File: src/hdl/uart_rx_params.svh
// Constants for the serial receive block: offsets, fields, resets, timing.
// Assumes inclusion by bare name from the package only; the receive module uses its macros without including it.
// Notes on behaviour
// - Nine-bit select gives 9-bit words, ninth bit kept unless parity enabled (then cleared).
// - Recovery at sixteen times baud, shifter per bit.
// - Three samples majority-voted decide each bit.
// - Bits enter shift register least significant first.
// - After stop sampled, word moves into buffer.
// - Buffer holds four words, fifth still shifts.
// - Fifth word into full buffer: overrun, discarded.
// - Receiver enable starts the start bit search.
// - Data flag set on transfer; interrupt if enabled.
// - Overrun requests interrupt when enable set.
// - Data flag clears on status then data read of the last word.
// - Overrun clears on status then data read.
// - Break loads zeros, sets data, framing, idle.
// - After bad stop, wait high before hunting.
// - Idle low from start until stop read.
// - Noise still transfers word, flag with data.
// - Noise clears on status then data read.
// - Low stop bit sets framing; both stop_count_select checked.
// - Framing and parity stored per word, not reset; masked to zero while buffer empty.
// - Parity checked against odd/even only when enabled.
// - Disable empties buffer, clears flags, sets idle.
// - Parity type and stop count independently selectable.
`ifndef UART_RX_PARAMS_SVH
`define UART_RX_PARAMS_SVH

// Register byte offsets
`define OFS_CONTROL 4'h0
`define OFS_STATUS 4'h4
`define OFS_DATA 4'h8
`define OFS_DIVIDER 4'hC

// Control field positions
`define CTL_UART_EN 0
`define CTL_RX_EN 1
`define CTL_NINE_BIT 2
`define CTL_PAR_EN 3
`define CTL_PAR_ODD 4
`define CTL_TWO_STOP 5
`define CTL_RIE 6

// Status field positions
`define STA_AVAIL 0
`define STA_OVERRUN 1
`define STA_NOISE 2
`define STA_FRAMING 3
`define STA_PARITY 4
`define STA_IDLE 5
`define STA_NINTH 6

// Reset values
`define RST_CONTROL 7'h00
`define RST_DIVIDER 16'h001A

// Oversampling: ticks per bit and sample points
`define OS_LAST 4'hF
`define OS_SAMPLE_A 4'h7
`define OS_SAMPLE_B 4'h8
`define OS_VOTE 4'h9

// Buffer depth and word lengths
`define FIFO_DEPTH 3'h4
`define BITS_EIGHT 4'h8
`define BITS_NINE 4'h9

`endif

File: src/hdl/uart_rx_pkg.sv
// Types shared by the serial receive block.
// Assumes the constants header sits beside it on the include path.
package uart_rx_pkg;
    `include "uart_rx_params.svh"

    // Receive state machine
    typedef enum logic [2:0] {
        ST_IDLE = 3'b000,
        ST_START = 3'b001,
        ST_BITS = 3'b010,
        ST_STOP1 = 3'b011,
        ST_STOP2 = 3'b100,
        ST_WAIT = 3'b101
    } rx_state_e;

    // One buffered word with its own error flags
    typedef struct packed {
        logic framing;
        logic parity;
        logic [8:0] word;
    } rx_entry_s;

    // Software control bits
    typedef struct packed {
        logic receive_interrupt_enable;
        logic two_stop;
        logic par_odd;
        logic par_en;
        logic nine_bit;
        logic rx_en;
        logic uart_en;
    } rx_ctrl_s;
endpackage

File: src/hdl/uart_rx.sv
// Serial receive half with a four-word buffer and a Wishbone slave.
// Assumes RX_I is already synchronous to CLOCK_I and idles high.
//
// Local design decisions: the Wishbone slave port and the register addresses.
`timescale 1ns/1ps
`default_nettype none

module uart_rx
    import uart_rx_pkg::*;
(
    input wire logic CLOCK_I,
    input wire logic RST_I,
    input wire logic CE_I,
    input wire logic RX_I,
    input wire logic CYC_I,
    input wire logic STB_I,
    input wire logic WE_I,
    input wire logic [3:0] ADR_I,
    input wire logic [3:0] SEL_I,
    input wire logic [31:0] DAT_I,
    output logic [31:0] DAT_O,
    output logic ACK_O,
    output logic IRQ_O
);
    rx_ctrl_s uart_control_one; // Control bits
    logic [15:0] baud_divider_reg; // Oversample tick divisor
    logic [15:0] div_cnt_reg; // Tick down-counter
    logic tick; // One oversample tick
    rx_state_e state_reg; // Receive state
    logic [3:0] os_cnt_reg; // Position inside bit
    logic [3:0] bit_idx_reg; // Bit index in word
    logic [8:0] receive_shift_reg; // Assembled bits
    logic samp_a_reg; // First centre sample
    logic samp_b_reg; // Second centre sample
    logic rx_prev_reg; // Line at previous tick
    logic frame_noise_reg; // Noise seen in frame
    logic stop_bad_reg; // First stop was low
    rx_entry_s receive_data_fifo [0:3]; // Word buffer
    logic [1:0] wr_ptr_reg; // Buffer write slot
    logic [1:0] rd_ptr_reg; // Buffer read slot
    logic [2:0] count_reg; // Words held
    logic receive_data_available_flag; // Data available
    logic overrun_flag; // Overrun
    logic noise_flag; // Noise
    logic status_seen_reg; // Status read armed
    logic ack_reg; // Bus answer
    logic [31:0] dat_reg; // Read data
    logic irq_reg; // Interrupt pulse
    logic vote; // Majority result
    logic vote_noisy; // Samples disagreed
    logic [3:0] nbits; // Bits per word incl. parity
    logic finish; // Frame ends this tick
    logic framing_error_flag_final; // Frame stop error
    logic parity_error_flag_calc; // Parity mismatch
    logic [8:0] word_calc; // Word without parity bit
    logic push; // Store word
    logic overrun_evt; // Word lost to full buffer
    logic bus_req; // New bus request
    logic rd_status; // Status read taken
    logic rd_data; // Data read taken
    logic pop; // Buffer read
    logic seq_clear; // Status then data sequence
    logic [2:0] count_next; // Words after this cycle
    logic active; // Receiver may run

    // Bus request is taken once per access; ack closes it
    assign bus_req = CYC_I && STB_I && !ack_reg;
    assign rd_status = bus_req && !WE_I && (ADR_I == `OFS_STATUS);
    assign rd_data = bus_req && !WE_I && (ADR_I == `OFS_DATA);
    assign pop = rd_data && (count_reg != 3'h0);
    assign seq_clear = rd_data && status_seen_reg;
    assign active = uart_control_one.uart_en && uart_control_one.rx_en;

    // Majority of three centre samples
    assign vote = (samp_a_reg & samp_b_reg) | (samp_a_reg & RX_I) | (samp_b_reg & RX_I);
    assign vote_noisy = !(samp_a_reg == samp_b_reg && samp_b_reg == RX_I);

    // Word length; parity takes the top bit of the word
    assign nbits = uart_control_one.nine_bit ? `BITS_NINE : `BITS_EIGHT;

    // Frame ends at the centre of the last stop bit
    always_comb
    begin
        finish = 1'b0;
        framing_error_flag_final = 1'b0;
        if (tick && active && os_cnt_reg == `OS_VOTE)
        begin
            // Two stop_count_select need both high; break ends after set length
            if (state_reg == ST_STOP1 && !uart_control_one.two_stop)
            begin
                finish = 1'b1;
                framing_error_flag_final = !vote;
            end
            else if (state_reg == ST_STOP2)
            begin
                finish = 1'b1;
                framing_error_flag_final = stop_bad_reg || !vote;
            end
        end
    end

    // Parity check and removal of the parity bit
    always_comb
    begin
        word_calc = receive_shift_reg;
        parity_error_flag_calc = 1'b0;
        if (uart_control_one.par_en)
        begin
            // Xor of data and parity: 0 for even, 1 for odd
            parity_error_flag_calc = (^receive_shift_reg) ^ uart_control_one.par_odd;
            word_calc[nbits - 4'h1] = 1'b0;
        end
    end

    // Full buffer keeps its contents and drops the new word
    assign push = finish && (count_reg != `FIFO_DEPTH);
    assign overrun_evt = finish && (count_reg == `FIFO_DEPTH);

    always_comb
    begin
        count_next = count_reg;
        if (push && !pop)
        begin
            count_next = count_reg + 3'h1;
        end
        else if (pop && !push)
        begin
            count_next = count_reg - 3'h1;
        end
    end

    // Oversample tick generator
    always_ff @(posedge CLOCK_I or posedge RST_I)
    begin
        if (RST_I)
        begin
            div_cnt_reg <= 16'h0000;
        end
        else if (CE_I)
        begin
            // Reload on tick; tick period is divisor plus one clocks
            if (div_cnt_reg == 16'h0000)
            begin
                div_cnt_reg <= baud_divider_reg;
            end
            else
            begin
                div_cnt_reg <= div_cnt_reg - 16'h0001;
            end
        end
    end
    assign tick = CE_I && (div_cnt_reg == 16'h0000);

    // Control and divider registers
    always_ff @(posedge CLOCK_I or posedge RST_I)
    begin
        if (RST_I)
        begin
            uart_control_one <= `RST_CONTROL;
            baud_divider_reg <= `RST_DIVIDER;
        end
        else if (CE_I)
        begin
            if (bus_req && WE_I && ADR_I == `OFS_CONTROL && SEL_I[0])
            begin
                uart_control_one <= rx_ctrl_s'(DAT_I[6:0]);
                // Disable drops the receiver enable as well
                if (!DAT_I[`CTL_UART_EN])
                begin
                    uart_control_one.rx_en <= 1'b0;
                end
            end
            if (bus_req && WE_I && ADR_I == `OFS_DIVIDER)
            begin
                // Byte lanes honoured per half
                if (SEL_I[0])
                begin
                    baud_divider_reg[7:0] <= DAT_I[7:0];
                end
                if (SEL_I[1])
                begin
                    baud_divider_reg[15:8] <= DAT_I[15:8];
                end
            end
        end
    end

    // Receive state machine, advanced on oversample ticks
    always_ff @(posedge CLOCK_I or posedge RST_I)
    begin
        if (RST_I)
        begin
            state_reg <= ST_IDLE;
            os_cnt_reg <= 4'h0;
            bit_idx_reg <= 4'h0;
            receive_shift_reg <= 9'h000;
            rx_prev_reg <= 1'b1;
            frame_noise_reg <= 1'b0;
            stop_bad_reg <= 1'b0;
            samp_a_reg <= 1'b1;
            samp_b_reg <= 1'b1;
        end
        else if (CE_I && !active)
        begin
            // Disabled: reception suspended at once
            state_reg <= ST_IDLE;
            rx_prev_reg <= 1'b1;
            os_cnt_reg <= 4'h0;
        end
        else if (tick)
        begin
            rx_prev_reg <= RX_I;
            os_cnt_reg <= os_cnt_reg + 4'h1;
            if (os_cnt_reg == `OS_SAMPLE_A)
            begin
                samp_a_reg <= RX_I;
            end
            if (os_cnt_reg == `OS_SAMPLE_B)
            begin
                samp_b_reg <= RX_I;
            end
            if (os_cnt_reg == `OS_VOTE && vote_noisy && state_reg != ST_IDLE)
            begin
                frame_noise_reg <= 1'b1;
            end
            case (state_reg)
                ST_IDLE:
                begin
                    // Only a high-to-low step starts a frame
                    os_cnt_reg <= 4'h0;
                    if (rx_prev_reg && !RX_I)
                    begin
                        state_reg <= ST_START;
                        os_cnt_reg <= 4'h1;
                        receive_shift_reg <= 9'h000;
                        bit_idx_reg <= 4'h0;
                        frame_noise_reg <= 1'b0;
                        stop_bad_reg <= 1'b0;
                    end
                end
                ST_START:
                begin
                    // Glitch shorter than half a bit is rejected
                    if (os_cnt_reg == `OS_VOTE && vote)
                    begin
                        state_reg <= ST_IDLE;
                    end
                    else if (os_cnt_reg == `OS_LAST)
                    begin
                        state_reg <= ST_BITS;
                    end
                end
                ST_BITS:
                begin
                    if (os_cnt_reg == `OS_VOTE)
                    begin
                        receive_shift_reg[bit_idx_reg] <= vote;
                    end
                    if (os_cnt_reg == `OS_LAST)
                    begin
                        // Shifter steps once per bit time
                        if (bit_idx_reg == nbits - 4'h1)
                        begin
                            state_reg <= ST_STOP1;
                        end
                        else
                        begin
                            bit_idx_reg <= bit_idx_reg + 4'h1;
                        end
                    end
                end
                ST_STOP1:
                begin
                    if (os_cnt_reg == `OS_VOTE)
                    begin
                        stop_bad_reg <= !vote;
                    end
                    if (finish)
                    begin
                        // A low line is never taken as the next start
                        state_reg <= framing_error_flag_final ? ST_WAIT : ST_IDLE;
                    end
                    else if (os_cnt_reg == `OS_LAST)
                    begin
                        state_reg <= ST_STOP2;
                    end
                end
                ST_STOP2:
                begin
                    if (finish)
                    begin
                        state_reg <= framing_error_flag_final ? ST_WAIT : ST_IDLE;
                    end
                end
                ST_WAIT:
                begin
                    // Hold off until the line returns high
                    os_cnt_reg <= 4'h0;
                    if (RX_I)
                    begin
                        state_reg <= ST_IDLE;
                    end
                end
                default:
                begin
                    state_reg <= ST_IDLE;
                end
            endcase
        end
    end

    // Word buffer storage; each word carries its own flags
    always_ff @(posedge CLOCK_I)
    begin
        if (CE_I && push)
        begin
            receive_data_fifo[wr_ptr_reg] <= '{framing: framing_error_flag_final, parity: parity_error_flag_calc,
                word: word_calc};
        end
    end

    // Buffer pointers and fill count
    always_ff @(posedge CLOCK_I or posedge RST_I)
    begin
        if (RST_I)
        begin
            wr_ptr_reg <= 2'h0;
            rd_ptr_reg <= 2'h0;
            count_reg <= 3'h0;
        end
        else if (CE_I)
        begin
            if (!uart_control_one.uart_en)
            begin
                // Residual words are discarded
                wr_ptr_reg <= 2'h0;
                rd_ptr_reg <= 2'h0;
                count_reg <= 3'h0;
            end
            else
            begin
                if (push)
                begin
                    wr_ptr_reg <= wr_ptr_reg + 2'h1;
                end
                if (pop)
                begin
                    rd_ptr_reg <= rd_ptr_reg + 2'h1;
                end
                count_reg <= count_next;
            end
        end
    end

    // Sticky receive flags; a new event wins over a clear
    always_ff @(posedge CLOCK_I or posedge RST_I)
    begin
        if (RST_I)
        begin
            receive_data_available_flag <= 1'b0;
            overrun_flag <= 1'b0;
            noise_flag <= 1'b0;
            status_seen_reg <= 1'b0;
        end
        else if (CE_I)
        begin
            if (!uart_control_one.uart_en)
            begin
                receive_data_available_flag <= 1'b0;
                overrun_flag <= 1'b0;
                noise_flag <= 1'b0;
                status_seen_reg <= 1'b0;
            end
            else
            begin
                // Status read arms, data read consumes the arming
                if (rd_status)
                begin
                    status_seen_reg <= 1'b1;
                end
                else if (rd_data)
                begin
                    status_seen_reg <= 1'b0;
                end
                if (push)
                begin
                    receive_data_available_flag <= 1'b1;
                end
                else if (seq_clear && count_next == 3'h0)
                begin
                    receive_data_available_flag <= 1'b0;
                end
                if (overrun_evt)
                begin
                    overrun_flag <= 1'b1;
                end
                else if (seq_clear)
                begin
                    overrun_flag <= 1'b0;
                end
                // Stop bit votes at the push tick, so count its noise too
                if (push && (frame_noise_reg || vote_noisy))
                begin
                    noise_flag <= 1'b1;
                end
                else if (seq_clear)
                begin
                    noise_flag <= 1'b0;
                end
            end
        end
    end

    // Interrupt pulse on transfer or overrun; noise adds none
    always_ff @(posedge CLOCK_I or posedge RST_I)
    begin
        if (RST_I)
        begin
            irq_reg <= 1'b0;
        end
        else if (CE_I)
        begin
            irq_reg <= uart_control_one.receive_interrupt_enable && (push || overrun_evt);
        end
    end

    // Wishbone answer: ack one cycle after the request, then drop
    always_ff @(posedge CLOCK_I or posedge RST_I)
    begin
        if (RST_I)
        begin
            ack_reg <= 1'b0;
            dat_reg <= 32'h0000_0000;
        end
        else if (CE_I)
        begin
            ack_reg <= bus_req;
            if (bus_req && !WE_I)
            begin
                case (ADR_I)
                    `OFS_CONTROL:
                    begin
                        dat_reg <= {25'h0, uart_control_one};
                    end
                    `OFS_STATUS:
                    begin
                        // Head word flags shown before its data is read
                        dat_reg <= {25'h0,
                            receive_data_fifo[rd_ptr_reg].word[8] && count_reg != 3'h0,
                            (state_reg == ST_IDLE) || (state_reg == ST_WAIT),
                            receive_data_fifo[rd_ptr_reg].parity && count_reg != 3'h0,
                            receive_data_fifo[rd_ptr_reg].framing && count_reg != 3'h0,
                            noise_flag, overrun_flag,
                            receive_data_available_flag};
                    end
                    `OFS_DATA:
                    begin
                        // Empty buffer reads as zero
                        dat_reg <= (count_reg != 3'h0) ?
                            {24'h0, receive_data_fifo[rd_ptr_reg].word[7:0]} : 32'h0;
                    end
                    `OFS_DIVIDER:
                    begin
                        dat_reg <= {16'h0, baud_divider_reg};
                    end
                    default:
                    begin
                        // Unmapped offsets read zero and still ack
                        dat_reg <= 32'h0000_0000;
                    end
                endcase
            end
        end
    end

    assign ACK_O = ack_reg;
    assign DAT_O = dat_reg;
    assign IRQ_O = irq_reg;
endmodule

`default_nettype wire

File: config.mk
export PLATFORM = sky130hd
export DESIGN_NAME = uart_rx
export DESIGN_NICKNAME = d
export VERILOG_FILES = /design/src/hdl/uart_rx_pkg.sv /design/src/hdl/uart_rx.sv
export VERILOG_INCLUDE_DIRS = /design/src /design/src/hdl
export SDC_FILE = /design/constraint.sdc
export NUM_CORES = 1
export LEC_CHECK = 0
export ABC_CLOCK_PERIOD_IN_PS = 3250
export BUFFER_PORTS_ARGS = -buffer_cell sky130_fd_sc_hd__buf_2
export CAP_MARGIN = 30
export CORE_ASPECT_RATIO = 2
export CORE_MARGIN = 3
export CORE_UTILIZATION = 50
export DETAILED_ROUTE_END_ITERATION = 12
export PLACE_DENSITY = 0.7
export SYNTH_ARGS = -nofsm -noshare
export SYNTH_HDL_FRONTEND = slang
export SYNTH_SLANG_ARGS = --single-unit
File: constraint.sdc
create_clock -name CLOCK_I -period 3.25 [get_ports CLOCK_I]
set_input_delay 0.1625 -clock CLOCK_I [delete_from_list [all_inputs] [get_ports CLOCK_I]]
set_output_delay 0.1625 -clock CLOCK_I [all_outputs]
set_load 0.05 [all_outputs]
==> impl_metrics.py, run 1 <==
metrics = {
    "die": {
        "ios": 81,
        "die_h_um": 173,
        "coreArea_mm2": 0.0135,
        "die_w_um": 89.4,
        "initial_core_util_pct": 51.4,
        "die_area_mm2": 0.0154,
        "rows": 60,
    },
    "worst_setup_path": {
        "slowest_delay_ps": 610,
        "slowest_stage": "or4b_1",
        "rr_startpoint": "div_cnt_reg[11]",
        "ff2ff_path_depth": 6,
        "reg2reg_slack_ps": 340,
        "path_cells": "or4b_1 -> nor4_2 -> nand3_1 -> a21oi_1 -> nor4_1 -> nor3_1",
        "worstSetupStartpointType": "flop",
        "cp.arrival_ps": 3230,
        "criticalPathCategory": "reg2reg",
        "worstReg2RegEnd": "state_reg[0]",
        "cp_max_fo": 6,
        "cp-end-kind": "flop",
        "cp.required_ps": 3580,
    },
    "synth": {
        "synth_edf_count": 44,
        "synth_area_per_cell_um2": 11.0,
        "async_flop_share_pct": 67.9,
        "yosysWarnings": 0,
        "synth_ff_type": "dfrtp_1",
        "synth_seq_area_share_pct": 52.6,
        "syn_inst": 634,
        "mappedNetlistArea_mm2": 0.00695,
        "ys_seq_elements": 137,
        "ys_types": 69,
    },
    "clock_tree": {
        "clock-sinks": 137,
        "hold_buffers": 15,
        "post_cts_buffers": 0,
        "cts.htree.levels": 4,
        "cts.path.max_buffers": 2,
        "cts_resized": 0,
        "cts.reportedPaths.clkPinSlew_ps": 70,
        "cts_tree": "yes",
        "clkLatencyLatePin_ps": 420,
        "cts-root-buf": "clkbuf_16",
        "cts_buffers": 17,
    },
    "drt": {
        "drtAntennaViolNets": 0,
        "wl_met1_um": 6050,
        "drt_iter0_drc": 295,
        "routed.top_layer": "met4",
        "wl_per_cell_um": 20.2,
        "dr_wl_met2_um": 9450,
        "vias": 5257,
        "routed_wl_um": 17500,
        "wl_met3_um": 690,
        "drt-pass1-iter-count": 5,
        "drc": 0,
        "vias_per_cell": 6.05,
    },
    "grt": {
        "grt_antenna_before_repair": 0,
        "grt_max_degree": 49,
        "overflow": 0,
        "grt_pass1_vias": 5344,
        "grt_pass1_wl_um": 27700,
        "grtUsageTotal_pct": 23.7,
    },
    "timing": {
        "slew_viol_final": 0,
        "fin_crit_sh_pct": 89.4,
        "setup_viol": 0,
        "hold_violations": 0,
        "skew_ps": 8.85,
        "tightest_slew_ps": 1040,
        "rsz0062_at_grt": "no",
        "min_period_ps": 2910,
        "finalSetupTns_ps": 0,
        "fmax_mhz": 344,
        "worst_slack_ps": 344,
        "max-slew-margin-rel_pct": 29.5,
    },
    "power_and_ir_drop": {
        "power.leakage_nw": 3.54,
        "p_per_area_mw_per_mm2": 547,
        "vdd_drop_max_mv": 0.321,
        "p_total_mw": 4.44,
    },
    "worst_hold_path": {
        "holdPathEnd": "uart_control_one[1]",
        "hold_class": "in2reg",
        "hp-start": "DAT_I[0]",
        "holdPathStages": 3,
    },
    "place": {
        "dp_slack_ps": 435,
        "place_inst": 822,
        "place.gp.congestion": 0.956,
        "hpwl_um": 12900,
        "io_buffers": 46,
    },
    "layout": {
        "regArea_mm2": 0.00366,
        "regMostFlops": "receive_data_fifo",
        "nNetsFinal": 766,
        "layout_commonest_cell": "dfrtp_1",
        "fin_cells": 869,
        "largest_reg_flops": 44,
        "final_cell_mix": "dfrtp_1 (87), nand2_1 (81), buf_2 (46)",
        "drive_above_1_share_pct": 20.3,
        "syn2layout_area_growth_pct": 16.8,
        "antenna_cells": 0,
        "multi_input_area_mm2": 0.00304,
        "num-fill-cells": 1085,
    },
    "flow_run": {
        "drv_cap": 0,
    },
    "outcome": {
        "status": "complete, no violations",
    },
}
==> cell usage after synthesis, drive strengths merged, types with 7 or more instances <==
library cell	instances	area, um^2
ha	18	225
nor2	29	109
clkbuf	20	75.1
buf	22	153
inv	21	78.8
a21oi	32	160
edfxtp	44	1320
dfrtp	87	2180
nor3	17	96.4
nand3	23	115
nand2b	7	43.8
mux2i	13	130
and2	8	50.1
nand2	82	310
xnor2	10	87.6
mux2	27	304
o21ai	44	220
mux4	11	248
==> per-stage QoR <==
| step | util [%] | hold WS, ps | instance area (um^2) |
|---|---|---|---|
| floorplan | - | 290 | 7010 |
| global placement | 54.1 | 396 | 7320 |
| detailed placement | 54.3 | 69.0 | 7340 |
| CTS | 60.1 | 3.02 | 8120 |
| global route | 60.1 | 24.4 | 8120 |
| finish | 60.1 | 14.9 | 8120 |
==> where the power goes <==
group / internal (mW) / leakage (nW) / total [mW] / switching [mW]
logic: 0.153 / 1.49 / 0.424 / 0.271
registers: 1.87 / 1.74 / 1.98 / 0.112
clock network: 1.18 / 0.305 / 2.04 / 0.859
==> cells by family after synthesis <==
family	after synthesis	synth area share [%]
mux	51	9.81
compound gates	136	12.5
simple gates	214	15.7
fa+ha+maj	18	3.24
other cells	1	0.0539
flops	137	52.6
xor+xnor	13	1.64
buf+inv	64	4.46
==> worst max-delay path: cells and delay by family (launching register included) <==
| kind | cells | cell delay, ps |
|---|---|---|
| simple gates | 5 | 1770 |
| compound gates | 1 | 610 |
| flops | 1 | 430 |
==> per-layer routing <==
layer	global-route usage, %	vias to the layer above
li1	-	2422
met1	24.6	2586
met2	40.8	188
met3	4.10	61
met4	16.9	0
met5	0	-
==> cell type report <==
cell class,instances,area share (%)
repair buffers,75,6.38
clock buffers,17,5.24
inverters,22,1.03
well taps,155,2.39
multi-input cells,448,37.5
flip-flops and latches,137,45.0
clock inverters,15,2.44
==> how the worst max path moves through the flow <==
stage                               to  cells past startpoint  slack, ps            start
after global placement    state_reg[0]                      6        480  div_cnt_reg[11]
final                     state_reg[0]                      6        340  div_cnt_reg[11]
after CTS                   samp_b_reg                      6        390   div_cnt_reg[7]
after detailed placement    samp_b_reg                      6        440   div_cnt_reg[7]
after floorplan                  ACK_O                      1        680            RST_I
after global routing      state_reg[0]                      6        200  div_cnt_reg[11]
Note: power is estimated with default switching activity, not from simulation.
==> run 2: changes to the inputs <==
- CTS_BUF_LIST: default -> sky130_fd_sc_hd__clkbuf_8
==> run 2 against run 1 <==
Effect of this change:
- sequential power about the same
- fmax increased by 0.57%
- clock power decreased by 26%
- clock-buffer cell count unchanged
- sequential share of layout area increased by 0.91 points
- critical endpoint unchanged
- largest power group is now sequential cells
==> impl_metrics.py, run 2 (same netlist as run 1, synthesis figures left out) <==
metrics = {
    "outcome": {
        "status": "complete, no violations",
    },
    "worst_setup_path": {
        "slowest_delay_ps": 610,
        "worstSetupStartpointType": "flop",
        "reg2reg_slack_ps": 360,
        "ff2ff_path_depth": 6,
        "cp_max_fo": 6,
        "rr_startpoint": "div_cnt_reg[11]",
        "critPathLaunch": "div_cnt_reg[11]",
        "path_cells": "or4b_1 -> nor4_2 -> nand3_1 -> a21oi_1 -> nor4_1 -> nor3_1",
        "cp-end-kind": "flop",
        "cp.arrival_ps": 3240,
        "slowest_stage": "or4b_1",
        "critical_path.endpoint": "state_reg[0]",
        "criticalPathCategory": "reg2reg",
        "worstReg2RegEnd": "state_reg[0]",
        "cp.required_ps": 3600,
    },
    "timing": {
        "setup_viol": 0,
        "skew_ps": 17.5,
        "slew_viol_final": 0,
        "fin_crit_sh_pct": 88.9,
        "max-slew-margin-rel_pct": 31.1,
        "worst_slack_ps": 361,
        "tightest_slew_ps": 1020,
        "hold_violations": 0,
        "finalSetupTns_ps": 0,
        "fmax_mhz": 346,
        "min_period_ps": 2890,
        "rsz0062_at_grt": "no",
    },
    "clock_tree": {
        "cts.path.max_buffers": 2,
        "cts_buffers": 17,
        "cts.reportedPaths.clkPinSlew_ps": 100,
        "post_cts_buffers": 0,
        "cts.htree.levels": 4,
        "clkLatencyLatePin_ps": 450,
        "cts_tree": "yes",
        "cts-root-buf": "clkbuf_8",
        "clock-sinks": 137,
    },
    "place": {
        "dp_slack_ps": 435,
        "hpwl_um": 12900,
        "placed_area_mm2": 0.00734,
        "io_buffers": 46,
        "place.gp.congestion": 0.956,
    },
    "grt": {
        "grt_pass1_wl_um": 27500,
        "grt_antenna_before_repair": 0,
        "grt_max_degree": 49,
        "overflow": 0,
        "use_met2_pct": 40.4,
        "met1_usage_pct": 24.6,
        "grt.busiest_layer": "met2",
        "grt_use_met3_pct": 4.67,
        "grtUsageTotal_pct": 23.4,
        "grt_pass1_vias": 5355,
    },
    "die": {
        "die_w_um": 89.4,
        "die_area_mm2": 0.0154,
        "coreArea_mm2": 0.0135,
        "initial_core_util_pct": 51.4,
        "die_h_um": 173,
        "ios": 81,
        "rows": 60,
    },
    "layout": {
        "final_util_pct": 58.9,
        "drive_above_1_share_pct": 20.2,
        "largest_reg_flops": 44,
        "syn2layout_area_growth_pct": 14.4,
        "antenna_cells": 0,
        "regMostFlops": "receive_data_fifo",
        "design_area_mm2": 0.00796,
        "final_cell_mix": "dfrtp_1 (87), nand2_1 (81), buf_2 (46)",
        "layout_commonest_cell": "dfrtp_1",
        "nNetsFinal": 769,
    },
    "power_and_ir_drop": {
        "power.leakage_nw": 3.46,
        "vdd_drop_max_mv": 0.247,
        "p_per_area_mw_per_mm2": 492,
    },
    "drt": {
        "vias": 5290,
        "wl_per_cell_um": 19.8,
        "drtAntennaViolNets": 0,
        "drt_iter0_drc": 345,
        "drc": 0,
        "vias_per_cell": 6.07,
        "drt-pass1-iter-count": 5,
        "routed_wl_um": 17300,
    },
    "worst_hold_path": {
        "hold_class": "in2reg",
    },
    "flow_run": {
        "drv_cap": 0,
    },
}
run 2: cell types whose count changed in the layout (fill, tap and decap cells not counted), sizes merged:
cell	delta
dlygate4sd3	+3
run 2: area by class of cell:
class                           instances  area (um^2)
Multi-Input combinational cell        448         3040
Fill cell                            1114         5560
Timing Repair Buffer                   78          548
Tap cell                              155          194
Sequential cell                       137         3660
Inverter                               22         83.8
Clock buffer                           17          234
Clock inverter                         15          198
run 2: worst min path at each step:
stage	start	to	cells after the start
4_1_cts	RX_I	rx_prev_reg	2
5_1_grt	RX_I	rx_prev_reg	2
6_report	RX_I	rx_prev_reg	2
3_5_place_dp	RST_I	DAT_O[6]	2
2_1_floorplan	RX_I	rx_prev_reg	1
3_3_place_gp	RST_I	DAT_O[3]	2
run 2: timing repair:
| action | in CTS | in global routing |
|---|---|---|
| hold buffers | 18 | 0 |
| gates resized for setup | 0 | 0 |
| endpoints found under the hold margin | 75 | 0 |
| endpoints found under the setup margin | 0 | 0 |
run 2: worst max-delay path, delay by kind of cell (launching register included):
| family | cells | cell delay (ps) |
|---|---|---|
| and+or+nand+nor | 5 | 1740 |
| AOI/OAI and AO/OA | 1 | 610 |
| DFF | 1 | 450 |
run 2: where the power goes:
part	leakage (nW)	switching, mW	internal (mW)	total, mW
clock network	0.217	0.780	0.730	1.51
registers	1.74	0.114	1.86	1.98
logic	1.50	0.273	0.155	0.428
run 2: layer usage:
metal  vias up  share of wire, %
met1      2615                34
met4         0               7.0
met5         -                 0
met2       196                54
met3        49               4.5
li1       2430                 -
run 2: per-stage QoR:
step	hold WS [ps]	power, mW	std cells
2_1_floorplan	290	2.30	649
3_3_place_gp	396	2.39	821
3_5_place_dp	69.0	2.42	822
4_1_cts	8.67	3.94	872
5_1_grt	9.22	4.08	872
6_report	32.9	3.91	872
